### config.mk
export PLATFORM = sky130hd
export DESIGN_NAME = periph_override_ctrl_flat
export DESIGN_NICKNAME = d
export VERILOG_FILES = /design/src/include/port_alt_pkg.sv /design/src/include/port_alt_if.sv /design/src/hw/periph_override_ctrl.sv /design/src/flat_wrapper.sv
export SDC_FILE = /design/constraint.sdc
export NUM_CORES = 1
export LEC_CHECK = 0
export ABC_AREA = 1
export BUFFER_PORTS_ARGS = -buffer_cell sky130_fd_sc_hd__buf_2
export CORE_MARGIN = 2
export CORE_UTILIZATION = 55
export CTS_BUF_LIST = sky130_fd_sc_hd__clkbuf_8
export DETAILED_ROUTE_END_ITERATION = 8
export PLACE_DENSITY_LB_ADDON = 0.12
export REMOVE_ABC_BUFFERS = 1
export SYNTH_ARGS = -nofsm -noshare
export SYNTH_HDL_FRONTEND = slang
export SYNTH_SLANG_ARGS = --single-unit
export TNS_END_PERCENT = 5
### constraint.sdc
create_clock -name clk -period 3.5 [get_ports clk]
set_input_delay 0.525 -clock clk [delete_from_list [all_inputs] [get_ports clk]]
set_output_delay 0.525 -clock clk [all_outputs]
set_load 0.005 [all_outputs]
### src/include/port_alt_pkg.sv
// Shared constants for the port pin override logic and its controller.
package port_alt_pkg;
  localparam int NUM_PINS = 4;
  // Port register indices; byte address on the bus is four times these.
  localparam logic [1:0] IDX_PIN = 2'h0;
  localparam logic [1:0] IDX_DIR = 2'h1;
  localparam logic [1:0] IDX_OUT = 2'h2;
  localparam logic [1:0] IDX_PULLUP = 2'h3;
  // Controller register byte offsets.
  localparam logic [7:0] OFS_PIN = 8'h00;
  localparam logic [7:0] OFS_DIR = 8'h04;
  localparam logic [7:0] OFS_OUT = 8'h08;
  localparam logic [7:0] OFS_PULLUP = 8'h0C;
  localparam logic [7:0] OFS_CTRL = 8'h10;
  localparam logic [7:0] OFS_TIMER = 8'h14;
  localparam logic [7:0] OFS_PCFLAG = 8'h18;
  localparam logic [7:0] OFS_CAPTURE = 8'h1C;
  // Control register field positions.
  localparam int CTRL_CMP_A_EN = 0;
  localparam int CTRL_CMP_B_EN = 1;
  localparam int CTRL_CLK_FUSE = 2;
  localparam int CTRL_EXT_CLK = 3;
  localparam int CTRL_PC_GROUP = 4;
  localparam int CTRL_PC_MASK = 8;
  localparam int CTRL_W = 12;
  localparam int CAPTURE_W = 16;
  // Values after reset.
  localparam logic [3:0] PORT_RESET = 4'h0;
  localparam logic [CTRL_W-1:0] CTRL_RESET = 12'h000;
  // Pin roles.
  localparam int PIN_CMP_A = 0;
  localparam int PIN_CMP_B = 1;
  localparam int PIN_CAPTURE = 1;
  localparam int PIN_CLK_OUT = 2;
endpackage

### src/include/port_alt_if.sv
// Override and port register signals between pad logic and peripherals.
`timescale 1ns/1ps
interface port_alt_if;
  import port_alt_pkg::*;
  logic [NUM_PINS-1:0] pullup_override_en;
  logic [NUM_PINS-1:0] pullup_override_val;
  logic [NUM_PINS-1:0] dir_override_en;
  logic [NUM_PINS-1:0] dir_override_val;
  logic [NUM_PINS-1:0] value_override_en;
  logic [NUM_PINS-1:0] value_override_val;
  logic [NUM_PINS-1:0] toggle_override_en;
  logic [NUM_PINS-1:0] input_en_override_en;
  logic [NUM_PINS-1:0] input_en_override_val;
  logic [NUM_PINS-1:0] alt_digital_input;
  logic sleep_clamp;
  logic wr_strobe;
  logic [1:0] wr_sel;
  logic [NUM_PINS-1:0] wr_data;
  logic rd_strobe;
  logic [1:0] rd_sel;
  logic [NUM_PINS-1:0] rd_data;

  modport pad (
    input pullup_override_en, pullup_override_val,
    input dir_override_en, dir_override_val,
    input value_override_en, value_override_val, toggle_override_en,
    input input_en_override_en, input_en_override_val, sleep_clamp,
    input wr_strobe, wr_sel, wr_data, rd_strobe, rd_sel,
    output alt_digital_input, rd_data
  );
  modport periph (
    output pullup_override_en, pullup_override_val,
    output dir_override_en, dir_override_val,
    output value_override_en, value_override_val, toggle_override_en,
    output input_en_override_en, input_en_override_val, sleep_clamp,
    output wr_strobe, wr_sel, wr_data, rd_strobe, rd_sel,
    input alt_digital_input, rd_data
  );
endinterface // port_alt_if

### src/hw/periph_override_ctrl.sv
// AHB-Lite controlled peripheral side producing the pin override signals.
//
// Our own choices: the register offsets and register access over AHB-Lite.
`timescale 1ns/1ps
module periph_override_ctrl
  import port_alt_pkg::*;
(
  input wire logic clk,
  input wire logic reset_n,
  input wire logic hsel,
  input wire logic [31:0] haddr,
  input wire logic [1:0] htrans,
  input wire logic hwrite,
  input wire logic [2:0] hsize,
  input wire logic [31:0] hwdata,
  input wire logic hready,
  output logic hreadyout,
  output logic [31:0] hrdata,
  output logic hresp,
  input wire logic power_down,
  output logic capture_pulse,
  port_alt_if.periph ovr
);
  import port_alt_pkg::*;

  typedef enum logic [1:0] {ST_IDLE, ST_RD_ISSUE, ST_RD_TAKE} bus_st_t;

  typedef struct packed {
    bus_st_t st;
    logic a_valid;
    logic a_write;
    logic [7:0] a_addr;
    logic rdy;
    logic [31:0] rdata;
    logic [CTRL_W-1:0] ctrl;
    logic [1:0] cmp_level;
    logic [NUM_PINS-1:0] pc_flags;
    logic [CAPTURE_W-1:0] capture;
    logic [CAPTURE_W-1:0] count;
    logic cap_pulse;
    logic clk_half;
    logic [NUM_PINS-1:0] di_s2;
    logic [NUM_PINS-1:0] di_prev;
    logic sleep;
    logic [NUM_PINS-1:0] pu_oe, pu_ov, dd_oe, dd_ov, pv_oe, pv_ov, ie_oe, ie_ov;
    logic wr_stb;
    logic [1:0] wr_sel;
    logic [NUM_PINS-1:0] wr_data;
    logic rd_stb;
    logic [1:0] rd_sel;
  } ctl_state_t;

  ctl_state_t s;
  ctl_state_t next_s;
  logic [NUM_PINS-1:0] di_s1;
  logic [NUM_PINS-1:0] pc_en;
  logic [NUM_PINS-1:0] pc_set;
  logic take;
  logic fuse;
  logic ext;

  ////////////////////////////////////////////////////////////////////////
  // First synchroniser stage, read only by the second stage.

  always_ff @(posedge clk or negedge reset_n) begin
    if (!reset_n) begin
      di_s1 <= '0;
    end else begin
      di_s1 <= ovr.alt_digital_input;
    end
  end

  ////////////////////////////////////////////////////////////////////////
  // Next-state logic.

  // Port register reads wait for the pad side; own registers answer at once.
  always_comb begin
    next_s = s;
    take = hsel && htrans[1] && hready;
    fuse = s.ctrl[CTRL_CLK_FUSE];
    ext = s.ctrl[CTRL_EXT_CLK];
    pc_en = s.ctrl[CTRL_PC_MASK +: NUM_PINS] &
      {NUM_PINS{s.ctrl[CTRL_PC_GROUP]}};
    next_s.wr_stb = 1'b0;
    next_s.rd_stb = 1'b0;
    next_s.cap_pulse = 1'b0;
    next_s.count = s.count + 16'h0001;
    next_s.clk_half = !s.clk_half;
    next_s.sleep = power_down;

    // R9 own second stage
    next_s.di_s2 = di_s1;
    next_s.di_prev = s.di_s2;
    // R13 change per source
    pc_set = (s.di_s2 ^ s.di_prev) & pc_en;
    // R14 rising edge capture
    if (s.di_s2[PIN_CAPTURE] && !s.di_prev[PIN_CAPTURE]) begin
      next_s.capture = s.count;
      next_s.cap_pulse = 1'b1;
    end

    // Data phase of a write: a set in the same cycle outlives the clear.
    if (s.a_valid && s.a_write) begin
      unique case (s.a_addr)
        OFS_PIN, OFS_DIR, OFS_OUT, OFS_PULLUP: begin
          next_s.wr_stb = 1'b1;
          next_s.wr_sel = s.a_addr[3:2];
          next_s.wr_data = hwdata[NUM_PINS-1:0];
        end
        OFS_CTRL: next_s.ctrl = hwdata[CTRL_W-1:0];
        OFS_TIMER: next_s.cmp_level = hwdata[1:0];
        OFS_PCFLAG: next_s.pc_flags = s.pc_flags & ~hwdata[NUM_PINS-1:0];
        default: ;
      endcase
    end
    next_s.pc_flags = next_s.pc_flags | pc_set;

    next_s.a_valid = 1'b0;
    unique case (s.st)
      ST_IDLE: begin
        if (take) begin
          next_s.a_valid = 1'b1;
          next_s.a_write = hwrite;
          next_s.a_addr = {haddr[7:2], 2'b00};
          next_s.rdata = '0;
          if (!hwrite && haddr[7:4] == 4'h0) begin
            next_s.rd_stb = 1'b1;
            next_s.rd_sel = haddr[3:2];
            next_s.rdy = 1'b0;
            next_s.st = ST_RD_ISSUE;
          end else if (!hwrite) begin
            unique case ({haddr[7:2], 2'b00})
              OFS_CTRL: next_s.rdata = 32'(s.ctrl);
              OFS_TIMER: next_s.rdata = 32'(s.cmp_level);
              OFS_PCFLAG: next_s.rdata = 32'(s.pc_flags);
              OFS_CAPTURE: next_s.rdata = 32'(s.capture);
              default: next_s.rdata = '0;
            endcase
          end
        end
      end
      ST_RD_ISSUE: next_s.st = ST_RD_TAKE;
      ST_RD_TAKE: begin
        next_s.rdata = 32'(ovr.rd_data);
        next_s.rdy = 1'b1;
        next_s.st = ST_IDLE;
      end
      default: next_s.st = ST_IDLE;
    endcase

    // Override generation per pin; pin 3 has only pin-change duties.
    next_s.pu_oe = '0;
    next_s.pu_ov = '0;
    next_s.dd_oe = '0;
    next_s.dd_ov = '0;
    next_s.pv_oe = '0;
    next_s.pv_ov = '0;
    // R11 compare A value
    next_s.pv_oe[PIN_CMP_A] = s.ctrl[CTRL_CMP_A_EN];
    next_s.pv_ov[PIN_CMP_A] = s.cmp_level[0];
    // R12 compare B value
    next_s.pv_oe[PIN_CMP_B] = ext || s.ctrl[CTRL_CMP_B_EN];
    // An external clock owns pin 1, so the compare level is masked then.
    next_s.pv_ov[PIN_CMP_B] = !ext && s.cmp_level[1];
    next_s.pu_oe[PIN_CMP_B] = ext;
    next_s.dd_oe[PIN_CMP_B] = ext;
    // R16 clock output pin
    next_s.pu_oe[PIN_CLK_OUT] = fuse;
    next_s.dd_oe[PIN_CLK_OUT] = fuse;
    next_s.dd_ov[PIN_CLK_OUT] = fuse;
    next_s.pv_oe[PIN_CLK_OUT] = fuse;
    next_s.pv_ov[PIN_CLK_OUT] = s.clk_half;
    // Pin-change sources keep their input alive through sleep.
    next_s.ie_oe = pc_en;
    next_s.ie_ov = pc_en;
    next_s.ie_oe[PIN_CMP_B] = ext || pc_en[PIN_CMP_B];
    // Pin 1 stays readable while its pin change is enabled; otherwise an external clock turns its input off except in power-down.
    next_s.ie_ov[PIN_CMP_B] = pc_en[PIN_CMP_B] || (ext && power_down);
  end

  ////////////////////////////////////////////////////////////////////////
  // State register.

  always_ff @(posedge clk or negedge reset_n) begin
    if (!reset_n) begin
      s <= '{st: ST_IDLE, rdy: 1'b1, ctrl: CTRL_RESET, default: '0};
    end else begin
      s <= next_s;
    end
  end

  ////////////////////////////////////////////////////////////////////////
  // Outputs from flops, except hresp and the toggle override, tied low. The clock pin carries clk/2, a flop-safe
  // stand-in for the system clock.

  assign hreadyout = s.rdy;
  assign hrdata = s.rdata;
  assign hresp = 1'b0;
  assign capture_pulse = s.cap_pulse;
  assign ovr.pullup_override_en = s.pu_oe;
  assign ovr.pullup_override_val = s.pu_ov;
  assign ovr.dir_override_en = s.dd_oe;
  assign ovr.dir_override_val = s.dd_ov;
  assign ovr.value_override_en = s.pv_oe;
  assign ovr.value_override_val = s.pv_ov;
  assign ovr.toggle_override_en = '0;
  assign ovr.input_en_override_en = s.ie_oe;
  assign ovr.input_en_override_val = s.ie_ov;
  assign ovr.sleep_clamp = s.sleep;
  assign ovr.wr_strobe = s.wr_stb;
  assign ovr.wr_sel = s.wr_sel;
  assign ovr.wr_data = s.wr_data;
  assign ovr.rd_strobe = s.rd_stb;
  assign ovr.rd_sel = s.rd_sel;

endmodule // periph_override_ctrl

### src/flat_wrapper.sv
// flat-port wrapper written by rule: the top's interface ports become plain ports
module periph_override_ctrl_flat import port_alt_pkg::*;
  (clk, reset_n, hsel, haddr, htrans, hwrite, hsize, hwdata, hready, hreadyout, hrdata, hresp, power_down, capture_pulse, ovr_pullup_override_en, ovr_pullup_override_val, ovr_dir_override_en, ovr_dir_override_val, ovr_value_override_en, ovr_value_override_val, ovr_toggle_override_en, ovr_input_en_override_en, ovr_input_en_override_val, ovr_sleep_clamp, ovr_wr_strobe, ovr_wr_sel, ovr_wr_data, ovr_rd_strobe, ovr_rd_sel, ovr_alt_digital_input, ovr_rd_data);
  port_alt_if ovr_i ();
  input wire logic clk;
  input wire logic reset_n;
  input wire logic hsel;
  input wire logic [31:0] haddr;
  input wire logic [1:0] htrans;
  input wire logic hwrite;
  input wire logic [2:0] hsize;
  input wire logic [31:0] hwdata;
  input wire logic hready;
  output logic hreadyout;
  output logic [31:0] hrdata;
  output logic hresp;
  input wire logic power_down;
  output logic capture_pulse;
  output wire logic [$bits(ovr_i.pullup_override_en)-1:0] ovr_pullup_override_en;
  output wire logic [$bits(ovr_i.pullup_override_val)-1:0] ovr_pullup_override_val;
  output wire logic [$bits(ovr_i.dir_override_en)-1:0] ovr_dir_override_en;
  output wire logic [$bits(ovr_i.dir_override_val)-1:0] ovr_dir_override_val;
  output wire logic [$bits(ovr_i.value_override_en)-1:0] ovr_value_override_en;
  output wire logic [$bits(ovr_i.value_override_val)-1:0] ovr_value_override_val;
  output wire logic [$bits(ovr_i.toggle_override_en)-1:0] ovr_toggle_override_en;
  output wire logic [$bits(ovr_i.input_en_override_en)-1:0] ovr_input_en_override_en;
  output wire logic [$bits(ovr_i.input_en_override_val)-1:0] ovr_input_en_override_val;
  output wire logic [$bits(ovr_i.sleep_clamp)-1:0] ovr_sleep_clamp;
  output wire logic [$bits(ovr_i.wr_strobe)-1:0] ovr_wr_strobe;
  output wire logic [$bits(ovr_i.wr_sel)-1:0] ovr_wr_sel;
  output wire logic [$bits(ovr_i.wr_data)-1:0] ovr_wr_data;
  output wire logic [$bits(ovr_i.rd_strobe)-1:0] ovr_rd_strobe;
  output wire logic [$bits(ovr_i.rd_sel)-1:0] ovr_rd_sel;
  input wire logic [$bits(ovr_i.alt_digital_input)-1:0] ovr_alt_digital_input;
  input wire logic [$bits(ovr_i.rd_data)-1:0] ovr_rd_data;
  assign ovr_pullup_override_en = ovr_i.pullup_override_en;
  assign ovr_pullup_override_val = ovr_i.pullup_override_val;
  assign ovr_dir_override_en = ovr_i.dir_override_en;
  assign ovr_dir_override_val = ovr_i.dir_override_val;
  assign ovr_value_override_en = ovr_i.value_override_en;
  assign ovr_value_override_val = ovr_i.value_override_val;
  assign ovr_toggle_override_en = ovr_i.toggle_override_en;
  assign ovr_input_en_override_en = ovr_i.input_en_override_en;
  assign ovr_input_en_override_val = ovr_i.input_en_override_val;
  assign ovr_sleep_clamp = ovr_i.sleep_clamp;
  assign ovr_wr_strobe = ovr_i.wr_strobe;
  assign ovr_wr_sel = ovr_i.wr_sel;
  assign ovr_wr_data = ovr_i.wr_data;
  assign ovr_rd_strobe = ovr_i.rd_strobe;
  assign ovr_rd_sel = ovr_i.rd_sel;
  assign ovr_i.alt_digital_input = ovr_alt_digital_input;
  assign ovr_i.rd_data = ovr_rd_data;
  periph_override_ctrl u_core (.clk(clk), .reset_n(reset_n), .hsel(hsel), .haddr(haddr), .htrans(htrans), .hwrite(hwrite), .hsize(hsize), .hwdata(hwdata), .hready(hready), .hreadyout(hreadyout), .hrdata(hrdata), .hresp(hresp), .power_down(power_down), .capture_pulse(capture_pulse), .ovr(ovr_i));
endmodule
# ---- Word-level counts from Yosys, hierarchy flattened
# Index checks and enable logic that the tools add are counted.
dict set report op_classes {
  n_addsub 1
  n_mul 0
  div_mod_pow 0
  n_lt_le_gt_ge 0
  n_eq_ne 14
  shifts 0
  n_mux 17
  n_bitwise 6
  n_reduce_logical 27
}
# op count
set ops {}
lappend ops {{$pmux W33 S2} 1}
lappend ops {{$pmux W16 S4} 1}
lappend ops {{$mux W45} 1}
lappend ops {{$eq A6 B3 Y1 const B} 7}
lappend ops {{$mux W32} 1}
lappend ops {{$add A16 B1 Y16 const B} 1}
lappend ops {{$mux W16} 1}
lappend ops {{$mux W7} 2}
lappend ops {{$and A4 B4 Y4} 3}
lappend ops {{$eq A6 B2 Y1 const B} 2}
lappend ops {{$reduce_and A2 Y1} 6}
lappend ops {{$mux W10} 1}
lappend ops {{$mux W3} 3}
lappend ops {{$logic_not A8 Y1} 1}
lappend ops {{$mux W4} 2}
lappend ops {{$logic_and A1 B1 Y1} 7}
lappend ops {{$eq A6 B1 Y1 const B} 1}
lappend ops {{$reduce_and A3 Y1} 2}
lappend ops {{$logic_not A1 Y1} 4}
lappend ops {{$logic_not A4 Y1} 1}
lappend ops {{$ne A2 B1 Y1 const B} 2}
lappend ops {{$not A4 Y4} 1}
lappend ops {{$or A4 B4 Y4} 1}
lappend ops {{$pmux W2 S2} 1}
lappend ops {{9 further kinds} 12}
dict set report totals {
  reg_bits 135
  latch_bits 0
  ramBits 0
  rom_bits 0
  input_bits 83
  out_inout_bits 82
  elab_cells 93
  n_memories 0
}

# ---- Logic depth before layout (Yosys ltp)
# Gate-level depths: netlist of the first run.
dict set report logic_depth {
  depth_word 6
  mapped_depth 9
  depth_no_buf 8
}

# ---- Worst setup path before layout of the first run
# OpenSTA, ideal clock, no wires.
dict set report synth_path {
  kind {input to register}
  start {input hsel}
  end {register u_core.s, in the netlist u_core.hrdata[10]}
  setup_ns 0.069
  arrival_time_ns 1.349
  required_time_ns 3.431
  path_slack_ns 2.082
  stages 6
  n_path_buf 1
  cell_sequence {nand3_2 > inv_1 > o21ai_2 > clkbuf_1 > nand2_1 > nand3_1}
}
dict set report synth_via {
  elab_chain_cells 4
}
# item line_no
set synth_lines {}
lappend synth_lines {{start, declared} flat_wrapper.sv:7} ;# input wire logic hsel;
lappend synth_lines {{$logic_and A1 B1 Y1 (2 in a row)} periph_override_ctrl.sv:79} ;# take = hsel && htrans[1] && hready;
lappend synth_lines {{$ne A2 B1 Y1 (no line)} -}
lappend synth_lines {{$reduce_and A2 Y1 (no line)} -}
lappend synth_lines {{end signal, assigned} periph_override_ctrl.sv:188} ;# s <= next_s;
lappend synth_lines {{end, declared} periph_override_ctrl.sv:53} ;# ctl_state_t s;
# Every way passes these cells.
# A chain may end at the register's enable or synchronous reset.

# ---- Final worst setup path of the first run
dict set report layout_path {
  start {register u_core.s[143] in the netlist's numbering}
  end {register u_core.s, in the netlist u_core.next_s[22]}
}
dict set report layout_via {
  elab_chain_cells 2
}
# item line_no
set layout_lines {}
lappend layout_lines {{$eq A6 B3 Y1} periph_override_ctrl.sv:104} ;# unique case (s.a_addr)
lappend layout_lines {{$reduce_and A2 Y1 (no line)} -}
# Every way passes these cells.

==> flow_summary.toml, run 1 <==
[logic_synthesis]
ys_warn_count = 0
ys_top_cells_by_count = "113 x dfrtp_1, 92 x nand2_1, 77 x buf_4"
seq_area_frac_synth = 0.554
yosysTopAreaCell = "dfrtp_1"
syn_area_per_cell_um2 = 9.68
syn_area_mm2 = 0.00515
ys_ff_latch = 114
synth.top_cell.area_share = 0.549
ys.flop_type = "dfrtp_1"
synth_area_leaders = "dfrtp_1 55%, buf_4 11%, nand2_1 6.7%, nand3_1 4.7%, inv_1 4.1%"
ys_async_sr_fraction = 1.00
synth_most_common_cell = "dfrtp_1"
synth_edf_count = 0
synth.distinct_cells = 31
syn_inst = 532

[power_and_ir_drop]
switching_power_uw = 896
pwr-share-clk = 0.395
swShare = 0.283
vdd_drop_max_uv = 339
internal_power_mw = 2.27
cellLeakagePower_nw = 2.96
combPwrFrac = 0.112
p_per_area_mw_per_mm2 = 566
pwr-share-seq = 0.492

[routing]
ant_nets = 0
met2_length_um = 4340
drc = 0
routedWlPerCell_um = 13.2
wl_met3_um = 506
num_vias = 3390
finalWirelength_um = 9260
dr.first_iter.drc_count = 197
viasPerCell = 4.83
dr.pass1.iters = 5
met1Wirelength_um = 4340
top_layer = "met4"

[worst_setup_path]
path_max_fanout = 24
reg2reg_from = "u_core.s[143]"
critPathLaunch = "u_core.s[143]"
r2r_cells = 3
critPathLaunchType = "flip-flop"
critPathKind = "reg2reg"
worstPathRequired_ps = 3810
cp-end-kind = "flip-flop"
r2r_slack_ps = 1610
arrival_ps = 2200

[floorplan]
die_h_um = 101
die_area_mm2 = 0.0102
start_util = 0.563
num_rows = 35
die_w_um = 101
ioPinCount = 165
core-area_mm2 = 0.00915

[sta]
max_freq_mhz = 529
hold_violations = 0
finalSetupViolations = 0
min_period_ps = 1890
finalMaxSlewViolations = 0
worst_slew_pin_slew_ps = 904
rsz0062_at_grt = "no"
slew_headroom = 0.397
setup-tns-final_ps = 0
skew_ps = 6.50
finalCritPeriodShare = 0.540

[place]
dpl.hpwl_um = 6510
port_buffers = 80
place.gp.congestion = 0.865
place_inst = 670
placed_area_mm2 = 0.00519

[global_routing]
antenna_found_initial = 0
grt_pass1_vias = 3221
grt_overflow = 0
grt_max_degree = 68
grt_pass1_wl_um = 15200
gr-usage-all-layers = 0.195

[finish]
layout-drive-gt1-share = 0.230
final_area_mm2 = 0.00560
fin_nets = 663
n_antenna_cell = 0
area_delta_synth_final_pct = 8.72
layout.cells.non_filler = 702
post-route-util = 0.612
fillers = 797

[cts]
clock_path_buffers = 2
cts-buffers-inserted = 17
h-tree-depth = 4
postCtsHoldBufs = 0
cts_setup_buffers = 0
cts_resized = 0
cts.sinks = 114
clk_pin_slew_ps = 80
clock-root-buffer = "clkbuf_8"
cts_tree = "yes"
clk-insertion-delay-late_ps = 430

[worst_hold_path]
hp-class = "in2reg"
min_from = "ovr_alt_digital_input[0]"
hold_depth = 1

[flow_run]
maxCapViolations = 0

[run_status]
status = "complete, no violations"
[registers in the layout, summed over array words and instances (netlist names), 2 cells and up]
signal and flops:
u_core.s 60, u_core.hrdata 16, u_core.next_s 7, u_core.di_s1 4, u_core.ovr.input_en_override_en 4, u_core.ovr.wr_data 4, u_core.ovr.value_override_en 3, u_core.ovr.value_override_val 3
u_core.ovr.rd_sel 2, u_core.ovr.wr_sel 2
[logic make-up (layout without fill, tap and decap cells)]
| kind of cell | Yosys count | after routing | share of synthesized area |
|---|---|---|---|
| xor+xnor | 16 | 16 | 0.0272 |
| fa+ha+maj | 2 | 2 | 0.00486 |
| compound gates | 49 | 49 | 0.0493 |
| mux | 8 | 8 | 0.0175 |
| flops | 114 | 114 | 0.554 |
| buf+inv | 145 | 171 | 0.167 |
| other cells | 1 | 34 | 0.000728 |
| simple gates | 197 | 197 | 0.179 |
[metrics by stage]
step,hold WS (ps),worst slack (ps),total power [mW]
finish,194,1610,3.17
global route,164,1380,3.34
CTS,169,1590,3.20
detailed placement,335,1640,1.95
global placement,333,1690,1.94
floorplan,229,2050,1.73
[cell usage in the layout, fill, tap and decap left out]
master and instances:
clkinv_4 4, inv_6 5, clkinvlp_4 1, nand3_2 1, ha_1 2, xor2_1 10, nor3_1 9, clkinv_2 1
nor2_4 3, buf_4 1, o21ai_0 39, dfstp_2 1, nor2_2 1, nor3_4 1, o22ai_1 4, inv_1 56
bufinv_16 2, inv_2 2, conb_1 34, nand2_1 92, nand4_1 5, dfrtp_1 113, inv_8 2, nand2_4 2
nor2_8 2, o21ai_2 1, nor2_1 31, buf_2 79, and2_1 1, xnor2_1 6, or2_2 1, a21oi_1 5
buf_12 1, mux2_2 8, clkbuf_8 17, nand3_1 48
[metal layers]
metal | up-vias | track usage
li1 | 1673 | -
met1 | 1602 | 0.273
met2 | 109 | 0.292
met3 | 6 | 0.0624
met4 | 0 | 0.0611
met5 | - | 0
[path summary, 6_finish.rpt]
check                               endpoint
min in group asynchronous      u_core.s[147]
max in group asynchronous       u_core.s[97]
setup / recovery           u_core.next_s[22]
hold reg to reg            u_core.next_s[43]
hold / removal               u_core.di_s1[0]
setup reg to reg           u_core.next_s[22]
[critical path, stage by stage, from the launching register on]
cell and delay (ps):
dfrtp_1 380, nor2_1 240, nand4_1 710, o21ai_0 440
[power groups by stage]
| stage | Clock, mW | Sequential [mW] | Combinational, mW |
|---|---|---|---|
| floorplan | 0 | 1.58 | 0.150 |
| global placement | 0 | 1.58 | 0.353 |
| detailed placement | 0 | 1.59 | 0.360 |
| CTS | 1.28 | 1.56 | 0.362 |
| global route | 1.34 | 1.58 | 0.418 |
| finish | 1.25 | 1.56 | 0.357 |
[layout make-up]
| cell class | instances | area [µm²] | share of cell area |
|---|---|---|---|
| multi-input combinational | 306 | 1560 | 0.278 |
| tap | 111 | 139 | 0.0248 |
| clock buffer | 17 | 234 | 0.0418 |
| inverter | 58 | 218 | 0.0389 |
| clock inverter | 15 | 174 | 0.0311 |
| timing repair buffer | 81 | 423 | 0.0755 |
| sequential | 114 | 2850 | 0.510 |
(Power assumes the default switching activity.)
==> run 2, diff against run 1 <==
Settings changed: ABC_AREA 1 to 0, CORE_UTILIZATION 55 to 47.
Clock period 3.5 ns to 1.6 ns, I/O delays scaled along.
==> flow_summary.toml, run 2 <==
[run_status]
status = "finished with violations"
violations = "setup timing"

[place]
place.gp.congestion = 0.790
dpl.hpwl_um = 6890
dp_slack_ps = -175
port_buffers = 80

[finish]
layout-drive-gt1-share = 0.423
layout_common_cells = "113 x dfrtp_1, 79 x buf_2, 36 x mux2_2"
largest_register_ffs = 60
multiInputGateArea_mm2 = 0.00169
area_delta_synth_final_pct = 17.9
fillers = 886
post-route-util = 0.572
seqCellArea_mm2 = 0.00285
final_common_cell = "dfrtp_1"
largest_register = "u_core.s"
fin_nets = 552
n_antenna_cell = 0

[worst_setup_path]
crit_top_cell = "buf_4"
arrival_ps = 2030
crit_slowest_cell = "dfrtp_1"
worstPathRequired_ps = 1910
critPathKind = "reg2reg"
crit_family = "simple AND/OR/NAND/NOR gates"
crit_buf_inv = 2
path_max_fanout = 3
critPathLaunchType = "flip-flop"
worstPathCellList = "nor4bb_2 -> buf_4 -> and4b_2 -> buf_4 -> mux2_2"
cp-end-kind = "flip-flop"
reg2reg_from = "u_core.s[143]"
cpPeakStageDelay_ps = 400
critPathLaunch = "u_core.s[143]"

[cts]
cts-buffers-inserted = 17
cts.sinks = 114
clk_pin_slew_ps = 80
clk-insertion-delay-late_ps = 430
clock-root-buffer = "clkbuf_8"
clock_path_buffers = 2
cts_tree = "yes"
h-tree-depth = 4

[logic_synthesis]
synth.top_cell.area_share = 0.562
synth.distinct_cells = 42
syn_area_mm2 = 0.00503
ys_top_cells_by_count = "113 x dfrtp_1, 78 x buf_4, 45 x mux2_2"
syn_area_per_cell_um2 = 12.8
ys.flop_type = "dfrtp_1"
yosysTopAreaCell = "dfrtp_1"
ys_ff_latch = 114
seq_area_frac_synth = 0.568
synth_edf_count = 0
synth_area_leaders = "dfrtp_1 56%, buf_4 12%, mux2_2 10%, xnor2_1 2.3%, nand4_1 1.6%"
syn_inst = 393
ys_async_sr_fraction = 1.00
synth_most_common_cell = "dfrtp_1"
ys_warn_count = 0

[floorplan]
num_rows = 37
die_area_mm2 = 0.0115
core-area_mm2 = 0.0104
die_h_um = 107
start_util = 0.485
ioPinCount = 165
die_w_um = 107

[global_routing]
grt_overflow = 0
grt_max_degree = 37
gr-usage-all-layers = 0.180
grt_pass1_vias = 3045
antenna_found_initial = 0
grt_pass1_wl_um = 15700

[worst_hold_path]
hp-class = "in2reg"
min_from = "ovr_rd_data[2]"

[routing]
finalWirelength_um = 9690
num_vias = 3041
ant_nets = 0
dr.pass1.iters = 4
drc = 0
dr.first_iter.drc_count = 92
viasPerCell = 4.94
routedWlPerCell_um = 15.7

[power_and_ir_drop]
p_per_area_mw_per_mm2 = 1140
vdd_drop_max_uv = 797
cellLeakagePower_nw = 3.04

[sta]
max_freq_mhz = 579
min_period_ps = 1730
skew_ps = 14.1
finalMaxSlewViolations = 0
rsz0062_at_grt = "yes"
finalSetupViolations = 12
hold_violations = 0
timing.final.ws_setup_ps = -129
setup-tns-final_ps = -1420
finalCritPeriodShare = 1.08
fin_hold_ws_ps = 33.5

[flow_run]
maxCapViolations = 0
==> run 2: changes by cell type in the layout (fill, tap and decap cells not counted), sizes merged, moves of 8 or more <==
| cell | previous run | this run |
|---|---|---|
| nor3 | 10 | 0 |
| inv | 65 | 13 |
| nor4 | 0 | 11 |
| nand2 | 94 | 12 |
| nor2 | 37 | 5 |
| mux2 | 8 | 45 |
| o21ai | 40 | 0 |
| nand4 | 5 | 13 |
| and3 | 0 | 10 |
| nand3 | 49 | 9 |
| buf | 81 | 110 |
==> run 2: repair_timing <==
action / 4_1_cts / 5_1_grt
pin swaps: 0 / 3
buffers inserted: 0 / 1
endpoints found under the hold margin: 28 / 0
hold buffers: 6 / 0
setup endpoints to repair: 18 / 24
gates resized for setup: 4 / 13
==> run 2: final cells by class <==
type	instances	share of cell area
Sequential cell	114	0.481
Multi-Input combinational cell	212	0.284
Inverter	6	0.00380
Timing Repair Buffer	116	0.126
Tap cell	136	0.0287
Clock inverter	15	0.0367
Clock buffer	17	0.0395
==> run 2: cell families after synthesis <==
family	synth area share
AOI/OAI and AO/OA	0.0413
xor gates and xnor gates	0.0296
adders and majority gates	0.00498
buffers and inverters	0.133
DFF	0.568
muxes	0.114
other	0.000746
and+or+nand+nor	0.109
==> run 2: report_power, final <==
part / switching [mW] / total [mW] / internal [mW]
Combinational: 0.250 / 0.537 / 0.288
Clock: 1.29 / 3.03 / 1.74
Sequential: 0.111 / 3.16 / 3.05
==> run 2: path summary, 6_finish.rpt <==
| path | cells after the start | slack [ps] | endpoint |
|---|---|---|---|
| worst max-delay path | 5 | -130 | u_core.s[97] |
| worst min-delay path | 3 | 30 | u_core.hrdata[2] |
| worst max register to register | 5 | -130 | u_core.s[97] |
| worst min register to register | 0 | 350 | u_core.next_s[43] |
| max in group asynchronous | 3 | 730 | u_core.s[87] |
| min in group asynchronous | 2 | 280 | u_core.s[143] |
==> run 2: routing by layer <==
| metal | track usage | wire length (µm) |
|---|---|---|
| met1 | 0.253 | 4740 |
| met2 | 0.270 | 4370 |
| met3 | 0.0545 | 484 |
| met4 | 0.0549 | 103 |
| met5 | 0 | 0 |
==> run 2: per-stage QoR <==
stage	std cells	power (mW)	instance area, µm²
after global placement	577	3.71	5350
after global routing	616	7.03	5930
final	616	6.73	5930
after CTS	615	6.77	5870
after floorplan	332	3.41	4510
after detailed placement	577	3.73	5350
==> run 2: tightest hold or removal path, stage by stage <==
cell and delay, ps:
buf_2 80, nand2_1 40, o221ai_1 50
